--- src/logic/ssfb_pkg.sv ---
// Constants, register map and frame layout of the SPI status-flag bank
//
// How it works
// (RQ1) A status frame is sixteen bits: address byte first, then data byte.
// (RQ2) The first byte holds a seven-bit address and one access-mode bit.
// (RQ3) Register bits 0..7 travel in frame bits 8..15, the data byte.
// (RQ4) Frame bit 7 low reads the register and leaves it unchanged.
// (RQ5) Frame bit 7 high clears every clearable flag of the register.
// (RQ6) Each bit is read-only or read-clear; clear zeroes only read-clear bits.
// (RQ7) Flags stay set until cleared by a frame; watchdog count may change.
// (RQ8) Supply-fail register resets to zero; restart zeroes bits 7, 4, 3, 2.
// (RQ9) Bit 6 sets on battery undervoltage, only while core regulator is on.
// (RQ10) Bit 5 sets on battery overvoltage, only while core regulator is on; the code also sets it with charge pump on.
// (RQ11) Bit 1 sets on core regulator overvoltage, else reads zero.
// (RQ12) Bit 0 sets on core regulator undervoltage prewarning, else zero.
// (RQ13) Stop mode halts undervoltage check unless peak load or prewarning.
// (RQ14) Overvoltage check always runs with charge pump on, else like RQ13.
// (RQ15) A clear frame returns the old contents, then applies the clear.
package ssfb_pkg;

  // ****************************************
  // Frame layout
  // ****************************************
  localparam int SSFB_FRAME_BITS = 16;
  localparam int SSFB_ADDR_BITS = 7;
  localparam int SSFB_MODE_BIT = 7;
  localparam int SSFB_DATA_LSB = 8;
  localparam int SSFB_DATA_BITS = 8;

  // ****************************************
  // Register offsets
  // ****************************************
  localparam logic [6:0] SSFB_OFS_SUP1 = 7'h40;
  localparam logic [6:0] SSFB_OFS_SUP0 = 7'h41;
  localparam logic [6:0] SSFB_OFS_THERM = 7'h42;
  localparam logic [6:0] SSFB_OFS_DEV = 7'h43;
  localparam logic [6:0] SSFB_OFS_BUS = 7'h44;
  localparam logic [6:0] SSFB_OFS_WK0 = 7'h46;
  localparam logic [6:0] SSFB_OFS_WK1 = 7'h47;
  localparam logic [6:0] SSFB_OFS_WKLVL = 7'h48;
  localparam logic [6:0] SSFB_OFS_GPOC = 7'h54;
  localparam logic [6:0] SSFB_OFS_GPOL = 7'h55;
  localparam logic [6:0] SSFB_OFS_SWK = 7'h70;
  localparam logic [6:0] SSFB_OFS_SWKEC = 7'h71;
  localparam logic [6:0] SSFB_OFS_CDR1 = 7'h72;
  localparam logic [6:0] SSFB_OFS_CDR2 = 7'h73;
  localparam logic [6:0] SSFB_OFS_FAMID = 7'h7e;

  // ****************************************
  // Supply-fail status 1 fields and reset values
  // ****************************************
  localparam int SSFB_BIT_BAT_UV = 6;
  localparam int SSFB_BIT_BAT_OV = 5;
  localparam int SSFB_BIT_CORE_OV = 1;
  localparam int SSFB_BIT_CORE_PW = 0;
  localparam logic [7:0] SSFB_SUP1_RESET = 8'h00;
  localparam logic [7:0] SSFB_SUP1_CLR_MASK = 8'h63;
  // Bits that survive a restart (x positions of 0xx0 00xx)
  localparam logic [7:0] SSFB_SUP1_RESTART_KEEP = 8'h63;

  // ****************************************
  // Types
  // ****************************************
  typedef enum logic [1:0] {
    SSFB_MODE_NORMAL = 2'b00,
    SSFB_MODE_STOP = 2'b01,
    SSFB_MODE_OTHER = 2'b10
  } ssfb_mode_e;

  // Raw supply monitor events and their qualifiers
  typedef struct packed {
    logic bat_uv;
    logic bat_ov;
    logic core_ov;
    logic core_pw;
    logic core_on;
    logic load_peak;
    logic charge_pump_enable;
  } ssfb_mon_s;

  // One decoded frame from the shift logic
  typedef struct packed {
    logic valid;
    logic clear;
    logic [6:0] addr;
  } ssfb_req_s;

endpackage : ssfb_pkg

--- src/logic/ssfb_supply_mon.sv ---
// Supply monitor gating and sticky supply-fail status 1 register
module ssfb_supply_mon
  import ssfb_pkg::*;
(
  // Clock and resets
  input wire logic clock,
  input wire logic rst,
  input wire logic restart,
  // Monitor inputs
  input wire ssfb_mon_s mon,
  input wire ssfb_mode_e mode,
  // Clear strobe
  input wire logic clear,
  // Register value
  output logic [7:0] status
);

  logic [7:0] status_reg;
  logic [7:0] status_next;
  logic [7:0] set_vec;
  logic stop_exempt;
  logic uv_enable;
  logic ov_enable;

  // ****************************************
  // Detection gating
  // ****************************************
  // Peak load or a live or latched prewarning keeps battery checks on in Stop mode
  assign stop_exempt = mon.load_peak | mon.core_pw |
                       status_reg[SSFB_BIT_CORE_PW]; // [RQ13]
  assign uv_enable = mon.core_on &
                     ((mode != SSFB_MODE_STOP) | stop_exempt); // [RQ9] [RQ13]
  assign ov_enable = mon.charge_pump_enable |
                     (mon.core_on &
                      ((mode != SSFB_MODE_STOP) | stop_exempt)); // [RQ10] [RQ14]

  always_comb begin
    set_vec = 8'h00;
    set_vec[SSFB_BIT_BAT_UV] = mon.bat_uv & uv_enable; // [RQ9]
    set_vec[SSFB_BIT_BAT_OV] = mon.bat_ov & ov_enable; // [RQ10]
    set_vec[SSFB_BIT_CORE_OV] = mon.core_ov; // [RQ11]
    set_vec[SSFB_BIT_CORE_PW] = mon.core_pw; // [RQ12]
  end

  // Set wins over a clear in the same cycle; only rc bits can clear
  assign status_next = ((clear ? (status_reg & ~SSFB_SUP1_CLR_MASK)
                               : status_reg) | set_vec) &
                       SSFB_SUP1_CLR_MASK; // [RQ5] [RQ6] [RQ7]

  always_ff @(posedge clock) begin
    if (rst) begin
      status_reg <= SSFB_SUP1_RESET; // [RQ8]
    end else if (restart) begin
      status_reg <= status_next & SSFB_SUP1_RESTART_KEEP; // [RQ8]
    end else begin
      status_reg <= status_next;
    end
  end

  assign status = status_reg;

endmodule : ssfb_supply_mon

--- src/logic/ssfb_status_bank.sv ---
// SPI status register bank: frame decode, read-back and byte-wise clear
module ssfb_status_bank
  import ssfb_pkg::*;
(
  // Clock and resets
  input wire logic clock,
  input wire logic rst,
  input wire logic restart,
  // Frame from the SPI shift logic
  input wire logic frame_valid,
  input wire logic [15:0] frame_in,
  // Answer data byte
  output logic [7:0] read_data,
  output logic read_valid,
  output logic addr_hit,
  // Supply monitoring
  input wire ssfb_mon_s mon,
  input wire ssfb_mode_e mode,
  // Other status registers: live values and rc masks from their owners
  input wire logic [7:0] ext_value [14],
  input wire logic [7:0] ext_clear_mask [14],
  output logic [13:0] ext_clear
);

  // ****************************************
  // Frame decode
  // ****************************************
  ssfb_req_s req;
  logic [7:0] sup1_value;
  logic sup1_sel;
  logic [3:0] ext_idx;
  logic ext_sel;
  logic [7:0] read_mux;
  logic [7:0] read_data_reg;
  logic read_valid_reg;
  logic addr_hit_reg;

  assign req.valid = frame_valid; // [RQ1]
  assign req.addr = frame_in[SSFB_ADDR_BITS-1:0]; // [RQ2]
  // Incoming data byte is ignored for status access
  assign req.clear = frame_in[SSFB_MODE_BIT]; // [RQ4] [RQ5]

  // Index of one of the other status registers, used twice
  function automatic logic [4:0] ext_decode(input logic [6:0] a);
    logic [4:0] r;
    r = 5'h1f;
    if (a == SSFB_OFS_SUP0) begin
      r = 5'h00;
    end else if (a == SSFB_OFS_THERM) begin
      r = 5'h01;
    end else if (a == SSFB_OFS_DEV) begin
      r = 5'h02;
    end else if (a == SSFB_OFS_BUS) begin
      r = 5'h03;
    end else if (a == SSFB_OFS_WK0) begin
      r = 5'h04;
    end else if (a == SSFB_OFS_WK1) begin
      r = 5'h05;
    end else if (a == SSFB_OFS_WKLVL) begin
      r = 5'h06;
    end else if (a == SSFB_OFS_GPOC) begin
      r = 5'h07;
    end else if (a == SSFB_OFS_GPOL) begin
      r = 5'h08;
    end else if (a == SSFB_OFS_SWK) begin
      r = 5'h09;
    end else if (a == SSFB_OFS_SWKEC) begin
      r = 5'h0a;
    end else if (a == SSFB_OFS_CDR1) begin
      r = 5'h0b;
    end else if (a == SSFB_OFS_CDR2) begin
      r = 5'h0c;
    end else if (a == SSFB_OFS_FAMID) begin
      r = 5'h0d;
    end
    return r;
  endfunction : ext_decode

  logic [4:0] ext_code;
  assign ext_code = ext_decode(req.addr);
  assign ext_sel = (ext_code != 5'h1f);
  assign ext_idx = ext_code[3:0];
  assign sup1_sel = (req.addr == SSFB_OFS_SUP1);

  // ****************************************
  // Supply-fail status 1
  // ****************************************
  ssfb_supply_mon u_supply_mon (
    .clock(clock),
    .rst(rst),
    .restart(restart),
    .mon(mon),
    .mode(mode),
    .clear(req.valid & req.clear & sup1_sel), // [RQ5]
    .status(sup1_value)
  );

  // ****************************************
  // Clear strobes to the other registers
  // ****************************************
  // Owners clear only bits in their rc mask; watchdog count is theirs
  genvar gi;
  generate
    for (gi = 0; gi < 14; gi++) begin : g_clr
      assign ext_clear[gi] = req.valid & req.clear & ext_sel &
                             (ext_idx == 4'(gi)) &
                             (|ext_clear_mask[gi]); // [RQ5] [RQ6] [RQ7]
    end
  endgenerate

  // ****************************************
  // Read-back
  // ****************************************
  // Value sampled before the clear lands, so a clear frame returns it
  assign read_mux = sup1_sel ? sup1_value :
                    ext_sel ? ext_value[ext_idx] : 8'h00; // [RQ15] [RQ4]

  always_ff @(posedge clock) begin
    if (rst) begin
      read_data_reg <= 8'h00;
      read_valid_reg <= 1'b0;
      addr_hit_reg <= 1'b0;
    end else begin
      read_valid_reg <= req.valid;
      if (req.valid) begin
        read_data_reg <= read_mux; // [RQ3] [RQ15]
        addr_hit_reg <= sup1_sel | ext_sel;
      end
    end
  end

  assign read_data = read_data_reg;
  assign read_valid = read_valid_reg;
  assign addr_hit = addr_hit_reg;

endmodule : ssfb_status_bank

--- config.mk ---
export PLATFORM = sky130hd
export DESIGN_NAME = ssfb_status_bank
export DESIGN_NICKNAME = d
export VERILOG_FILES = /design/src/logic/ssfb_pkg.sv /design/src/logic/ssfb_supply_mon.sv /design/src/logic/ssfb_status_bank.sv
export SDC_FILE = /design/constraint.sdc
export NUM_CORES = 1
export LEC_CHECK = 0
export BUFFER_PORTS_ARGS = -buffer_cell sky130_fd_sc_hd__buf_2
export CAP_MARGIN = 0
export CORE_AREA = 3 3 105 107
export DETAILED_ROUTE_END_ITERATION = 6
export DIE_AREA = 0 0 108 110
export SLEW_MARGIN = 20
export SYNTH_ARGS = -nofsm -noshare
export SYNTH_HDL_FRONTEND = slang
export SYNTH_SLANG_ARGS = --single-unit
--- constraint.sdc ---
create_clock -name clock -period 2.9 [get_ports clock]
set_clock_uncertainty 0.05 [all_clocks]
set_input_delay 0.29 -clock clock [delete_from_list [all_inputs] [get_ports clock]]
set_output_delay 0.29 -clock clock [all_outputs]
set_load 0.01 [all_outputs]
==> Yosys cells after proc, flatten, opt, wreduce, memory -nomap -nowiden <==
Cells that the tools add are included.
{ "totals": {"out_inout_bits": 24, "word_cells": 111, "regBits": 14} }
{ "op_classes": {"n_reduce_logical": 15, "eq_ne": 30, "order_cmp": 1, "bitwise_logic": 41, "mux": 20} }
{ "ops": {"columns": ["op", "n"], "rows": [
  ["$reduce_or 8->1", 14],
  ["$eq 7x7->1 const B", 15],
  ["$mux 5", 14],
  ["$and 1x1->1", 34],
  ["$bmux 8 s4", 1],
  ["$mux 8", 4],
  ["$eq 4x4->1 const B", 6],
  ["$eq 4x3->1 const B", 4],
  ["$eq 4x2->1 const B", 2],
  ["$mux 7", 1],
  ["$or 7x7->7", 1],
  ["$ge 5x5->1 const B", 1],
  ["$ne 5x5->1 const B", 1],
  ["$not 4->5", 1],
  ["$or 1x1->1", 5],
  ["$eq 4x1->1 const B", 1],
  ["$logic_not 4->1", 1],
  ["$ne 2x1->1 const B", 1]
]} }

==> Logic depth before layout (Yosys ltp) <==
Gate-level depths: netlist of run 1.
{ "depth": {"word_depth": 21, "depth_mapped": 10} }

==> Hierarchy <==
Synthesis of run 1 repeated with hierarchy kept, for this count alone.
{ "hier_totals": {"hier_cells": 319, "area_unflattened_um2": 2257.2} }
{ "by_module_without_submodules": {"columns": ["mod", "cells_per_inst", "area_per_inst_um2", "instances"], "rows": [
  ["ssfb_status_bank", 295, 2059.5, 1],
  ["ssfb_supply_mon", 24, 197.7, 1]
]} }

==> Worst setup path before layout of run 1 <==
OpenSTA, ideal clock, no wires.
{ "synth_timing": {"kind": "input -> output", "start": "input port frame_in[5]", "end": "output port ext_clear[0]", "t_required_ns": 2.560, "path_slack_ns": 0.656, "cell_stages": 7, "t_arrival_ns": 1.904, "path_cell_list": "or4b_4 a21oi_4 nor2_4 and4_4 nor2_2 nand3_1 a211oi_1"} }
{ "synth_between": {"elab_chain_cells": 19, "word_cells_on_any_way": 33, "cone_classes": "eq/ne: 15; mux: 14; bitwise: 3; reduce/logical: 1"} }
{ "synth_rtl": {"columns": ["item", "line_no", "text"], "rows": [
  ["from (decl)", "ssfb_status_bank.sv:11", "input wire logic [15:0] frame_in,"],
  ["$eq 7x7->1", "ssfb_status_bank.sv:73", "end else if (a == SSFB_OFS_FAMID) begin"],
  ["$mux 5", "ssfb_status_bank.sv:73", null],
  ["$mux 5", "ssfb_status_bank.sv:71", "end else if (a == SSFB_OFS_CDR2) begin"],
  ["$mux 5", "ssfb_status_bank.sv:69", "end else if (a == SSFB_OFS_CDR1) begin"],
  ["$mux 5", "ssfb_status_bank.sv:67", "end else if (a == SSFB_OFS_SWKEC) begin"],
  ["$mux 5", "ssfb_status_bank.sv:65", "end else if (a == SSFB_OFS_SWK) begin"],
  ["$mux 5", "ssfb_status_bank.sv:63", "end else if (a == SSFB_OFS_GPOL) begin"],
  ["$mux 5", "ssfb_status_bank.sv:61", "end else if (a == SSFB_OFS_GPOC) begin"],
  ["[3 not listed]", null, null],
  ["$mux 5", "ssfb_status_bank.sv:53", "end else if (a == SSFB_OFS_BUS) begin"],
  ["$mux 5", "ssfb_status_bank.sv:51", "end else if (a == SSFB_OFS_DEV) begin"],
  ["$mux 5", "ssfb_status_bank.sv:49", "end else if (a == SSFB_OFS_THERM) begin"],
  ["$mux 5 (*)", "ssfb_status_bank.sv:47", "if (a == SSFB_OFS_SUP0) begin"],
  ["$ne 5x5->1", "ssfb_status_bank.sv:81", "assign ext_sel = (ext_code != 5'h1f);"],
  ["$and 1x1->1", "ssfb_status_bank.sv:105", "assign ext_clear[gi] = req.valid & req.clear & ext_sel &"],
  ["$and 1x1->1 (*)", "ssfb_status_bank.sv:105", null],
  ["$and 1x1->1 (*)", "ssfb_status_bank.sv:106", "(ext_idx == 4'(gi)) &"],
  ["to (decl)", "ssfb_status_bank.sv:22", "output logic [13:0] ext_clear"]
]} }
Every way passes the cells marked *; elsewhere a longest branch is shown, timed or not.

==> Final worst setup path of run 1 <==
{ "layout_timing": {"start": "input port frame_in[5]", "end": "output port ext_clear[8]"} }
The elaborated chain is that of the path after synthesis.

==> results of run 1 <==
[final cells by class]
| cell class | count | share of cell area |
|---|---|---|
| multi-input combinational | 263 | 0.478 |
| timing repair buffer | 283 | 0.388 |
| sequential | 14 | 0.0741 |
| tap | 136 | 0.0450 |
| clock buffer | 4 | 0.0146 |
[per-layer routing]
layer / routed length, um / part of all wire
met5: 0 / 0
met3: 1030 / 0.087
met1: 4310 / 0.36
met2: 6310 / 0.53
met4: 217 / 0.018
[Yosys cell counts (3+ instances only)]
| master | count |
|---|---|
| a211oi_1 | 12 |
| a21oi_1 | 5 |
| nor4_1 | 28 |
| buf_4 | 6 |
| a32oi_1 | 6 |
| nor2b_1 | 3 |
| nor2_1 | 13 |
| mux2i_1 | 27 |
| nand4_1 | 3 |
| buf_6 | 4 |
| and3_1 | 6 |
| nor2_2 | 4 |
| a22oi_1 | 8 |
| a31oi_1 | 5 |
| o21ai_0 | 9 |
| nand2_1 | 61 |
| and3b_1 | 3 |
| buf_2 | 5 |
| dfxtp_1 | 14 |
| nand3_1 | 13 |
| a32o_1 | 3 |
[cell families (layout without fill, tap and decap cells)]
kind of cell / after synthesis / count (layout) / share of synthesized area
and+or+nand+nor: 159 / 159 / 0.413
muxes: 27 / 27 / 0.122
AOI/OAI and AO/OA: 74 / 74 / 0.270
buffers and inverters: 17 / 287 / 0.0555
DFF: 14 / 14 / 0.127
xor gates and xnor gates: 3 / 3 / 0.0119
[per-stage QoR]
step | worst slack, ns | utilization | power [W] | instances | cell area, um2
4_1_cts | 0.140 | 0.370 | 0.000742 | 700 | 3780
2_1_floorplan | 0.656 | - | 0.000338 | 294 | 2210
3_3_place_gp | 0.202 | 0.364 | 0.000540 | 696 | 3730
3_5_place_dp | 0.146 | 0.364 | 0.000546 | 696 | 3730
6_report | 0.149 | 0.370 | 0.000732 | 700 | 3780
5_1_grt | 0.0198 | 0.370 | 0.000785 | 700 | 3780
[how the worst max path moves through the flow]
stage	start	to	depth (start not counted)
floorplan	frame_in[5]	ext_clear[0]	7
global placement	frame_in[5]	ext_clear[10]	9
CTS	frame_in[5]	ext_clear[8]	10
finish	frame_in[5]	ext_clear[8]	10
global route	frame_in[5]	ext_clear[8]	10
detailed placement	frame_in[5]	ext_clear[8]	10
[worst max-delay path: cells and delay by family]
kind                   cells  cell delay [ns]
AO/OA/AOI/OAI              2             0.45
buffers and inverters      3             0.50
AND/OR/NAND/NOR            5             1.17
[power by group through the flow]
stage | clock network [W] | logic [W] | registers (W)
final | 0.000192 | 0.000334 | 0.000206
after global routing | 0.000207 | 0.000371 | 0.000207
after CTS | 0.000199 | 0.000337 | 0.000206
after detailed placement | 0 | 0.000336 | 0.000210
after global placement | 0 | 0.000330 | 0.000210
after floorplan | 0 | 0.000126 | 0.000212
==> results.ini, run 1 <==
[run_status]
status=finished clean

[global_route]
globalRouteTotalUtil=0.186
antenna_found_initial=0
grt_pass1_vias=3591
grt_busiest_layer=met2
overflow=0
grt_max_degree=23
grt_pass1_wl_um=17100
use_met3=0.0134
use_met1=0.203
grt_util_met2=0.381

[logic_synthesis]
ys_types=68
synth_area_leaders=dfxtp_1, mux2i_1, nand2_1, nor4_1, a211oi_1
async_reset_ff_frac=0
synthFlopType=dfxtp_1
seq_area_frac_synth=0.127
syn_area_um2=2210
syn_inst=294
ys_warn_count=0
synth_edf_count=0
yosysTopAreaCell=dfxtp_1
synth_top_area_frac=0.127
synth_fp_nets=547
synth.avg_cell_area_um2=7.52
synth_seq_cells=14

[timing]
fmax_ghz=0.364
max_slew.worst_pin.slew_ns=0.660
hold_slack_ns=0.208
max-slew-margin-rel=0.554
period_minus_slack_ns=2.75
setup_tns_ns=0
finalCritPeriodShare=0.948
setup_viol=0
rsz0062_at_grt=false
slew_violations=0
hold_violations=0

[floorplan]
ios=277
die_h_um=110
initial_utilization=0.216
rows=37
die_w_um=108
dieArea_um2=11900
coreArea_um2=10200

[worst_setup_path]
cp.required_ns=2.56
cp-end-kind=primary output
crit_arrival_ns=2.41
rr_worst_depth=5
path_common_cell=buf_2
critPathSlowestCell=or4b_4
path_cells=buf_2 > or4b_4 > a21oi_4 > nor2_4 > and4_4 > nor2_2 > buf_4 > nand3_1 > a211oi_1 > buf_2
critPathMaxStageDelay_ns=0.55
worstSetupPathType=in -> out
timing.rr.end=read_data[6]
worstSetupStartpointType=primary input
r2r_setup_slack_ns=1.79
path_max_fanout=8
reg2reg_from=u_supply_mon.status[6]

[detailed_routing]
vias=3485
remaining_drc_errors=0
drt_wl_total_um=11900
viasPerCell=4.98
wl_per_cell_um=17.0
drt_iter0_drc=148
ant_nets=0
first_pass_iters=4

[clock_network]
clock_path_buffers=2
cts_tree=built
htree_num_levels=1
cts_setup_buffers=0
cts_resized=0
root_buffer=clkbuf_8
clock_latency_ns=0.24
cts_sinks=14
cts.clk_slew.worst_paths_ns=0.06
cts-buffers-inserted=3
cts_hold_buf=0

[worst_hold_path]
min_from=mon[4]
min_to=u_supply_mon.status[1]
hold_depth=3
hold_path.class=in -> reg

[pwr]
irDropWorstVdd_uv=107
power_frac_seq=0.282
power.share.clock=0.262
p_per_area_nw_per_um2=194
p_switching_w=0.000226
comb_power_share=0.456
switching_share=0.309
p_int_w=0.000506
p_leak_nw=2.04

[placed_design]
port-buffer-count=267
routabilityCongestion=0.870
post-dp-hpwl_um=10200

[finish]
num-fill-cells=1113
syn_to_final_growth_pct=71.1
largest_reg_flops=8
seqCellArea_um2=280
nets=818
multi_input_area_um2=1810
mostFrequentLayoutCell=buf_2
diodes=0
mostFrequentLayoutCells=buf_2, nand2_1, nor4_1, mux2i_1, buf_4
drive_above_1_share=0.551

[flow_run]
drv_cap=0

(Power assumes the default switching activity.)
==> run 2: changes to the inputs <==
- CORE_AREA: 3 3 105 107 -> 3 3 107 109
- DIE_AREA: 0 0 108 110 -> 0 0 110 112
- GPL_TIMING_DRIVEN: default -> 1
- PLACE_DENSITY_LB_ADDON: default -> 0.1
- clock period: 2.9 -> 2.4 ns (I/O delays scaled with it)
==> results.ini, run 2 (synthesis gave the netlist of run 1 again) <==
[worst_hold_path]
hold_path.class=in -> reg

[floorplan]
dieArea_um2=12300  ; +3.7%
rows=38  ; +2.7%
die_h_um=112  ; +1.8%
initial_utilization=0.207  ; -0.00942
ios=277  ; unchanged
coreArea_um2=10700  ; +4.6%
die_w_um=110  ; +1.9%

[finish]
final_area_um2=4220  ; +12%
mostFrequentLayoutCell=buf_2
largest_reg_flops=8  ; unchanged
drive_above_1_share=0.604  ; +0.0529
nets=863  ; +5.5%
syn_to_final_growth_pct=91.1
final_cells=749  ; +7.0%
diodes=0  ; unchanged
mostFrequentLayoutCells=buf_2, nand2_1, buf_4, nor4_1, mux2i_1

[clock_network]
clock_path_buffers=2  ; unchanged
htree_num_levels=1  ; unchanged
clock_latency_ns=0.25  ; about the same
cts_hold_buf=0  ; unchanged
cts_tree=built
cts_sinks=14  ; unchanged
root_buffer=clkbuf_8
cts.clk_slew.worst_paths_ns=0.06  ; about the same
cts-buffers-inserted=3  ; unchanged

[timing]
slew_violations=0  ; unchanged
setup_slack_ns=0.0673  ; -0.0822 ns
period_minus_slack_ns=2.33
finalCritPeriodShare=0.972
hold_slack_ns=0.155  ; -0.0537 ns
setup_viol=0  ; unchanged
max_slew.worst_pin.slew_ns=0.489  ; -0.171 ns
rsz0062_at_grt=true
max-slew-margin-rel=0.671  ; +0.117
setup_tns_ns=0  ; unchanged
hold_violations=0  ; unchanged
fmax_ghz=0.429

[placed_design]
dp_cells=744  ; +6.9%
post-place-ws_ns=-0.184  ; -0.330 ns
post-dp-hpwl_um=11500  ; +13%
port-buffer-count=267  ; unchanged
routabilityCongestion=0.909  ; +4.5%
place_area_um2=4090  ; +9.7%

[run_status]
status=finished clean

[detailed_routing]
first_pass_iters=4  ; unchanged
drt_iter0_drc=128  ; -14%
vias=3568  ; +2.4%
remaining_drc_errors=0  ; unchanged
viasPerCell=4.76  ; -4.3%
ant_nets=0  ; unchanged
wl_per_cell_um=17.5  ; +3.4%
drt_wl_total_um=13100  ; +11%

[worst_setup_path]
cp.required_ns=2.11  ; -0.45 ns
path_max_fanout=7  ; -1
worstSetupPathType=in -> out
worstSetupStartpointType=primary input
crit_arrival_ns=2.04  ; -0.37 ns
cp-end-kind=primary output
r2r_setup_slack_ns=1.30  ; -0.49 ns

[global_route]
globalRouteTotalUtil=0.200  ; +0.0144
grt_max_degree=16  ; -30%
grt_pass1_vias=3626  ; +0.97%
antenna_found_initial=0  ; unchanged
grt_pass1_wl_um=19100  ; +11%
overflow=0  ; unchanged

[pwr]
p_leak_nw=2.27  ; +11%
p_per_area_nw_per_um2=221  ; +14%
irDropWorstVdd_uv=157  ; +47%

[flow_run]
drv_cap=0  ; unchanged

[run 2: changes by cell type in the layout (fill, tap and decap cells not counted)]
cell      previous run  this run
nand3_1             13         9
a211oi_1            12         4
buf_4               15        58
a21boi_0             2         1
nor2_4               1         2
a211oi_2             0         8
nand3_4              1         2
nor2_2               4         3
nand3_2              1         4
buf_12               1         3
a21boi_1             0         1
[run 2: final cells by class]
class / count / area [um2]
clock buffer: 4 / 55.1
fill: 1157 / 6480
multi-input combinational: 263 / 1880
sequential: 14 / 280
tap: 140 / 175
timing repair buffer: 328 / 1830
[run 2: repair_timing]
item,in CTS,in global routing
setup endpoints to repair,7,13
pin swaps,0,1
setup buffers,0,1
hold endpoints to repair,0,0
resized for setup,4,11
[run 2: per-stage QoR]
stage,power [W],util
after floorplan,0.000408,-
after global placement,0.000696,0.382
after detailed placement,0.000701,0.382
after CTS,0.000943,0.389
after global routing,0.000999,0.395
final,0.000933,0.395
[run 2: metal layers]
layer,GRT usage,wire [um]
met4,0.0324,56
met3,0.0238,987
met1,0.257,5610
met2,0.357,6470
met5,0,0
[run 2: critical path, cell delays in order]
cell and delay, ns:
buf_2 0.13, buf_4 0.15, xnor2_1 0.14, a21o_1 0.20, buf_4 0.13, a221oi_2 0.21
buf_4 0.18, buf_4 0.16, nand3_2 0.15, a211oi_1 0.19, buf_2 0.16
[run 2: worst paths after layout]
path | startpoint | end | depth (start not counted)
worst max register to register | u_supply_mon.status[6] | read_data[6] | 5
worst min register to register | u_supply_mon.status[5] | u_supply_mon.status[5] | 2
worst min-delay path | mon[4] | u_supply_mon.status[1] | 3
worst max-delay path | frame_in[0] | ext_clear[2] | 11
[run 2: power by group]
group          switching (W)  internal, W
clock network      0.0000880     0.000145
logic               0.000196     0.000254
registers         0.00000570     0.000243
total               0.000290     0.000643
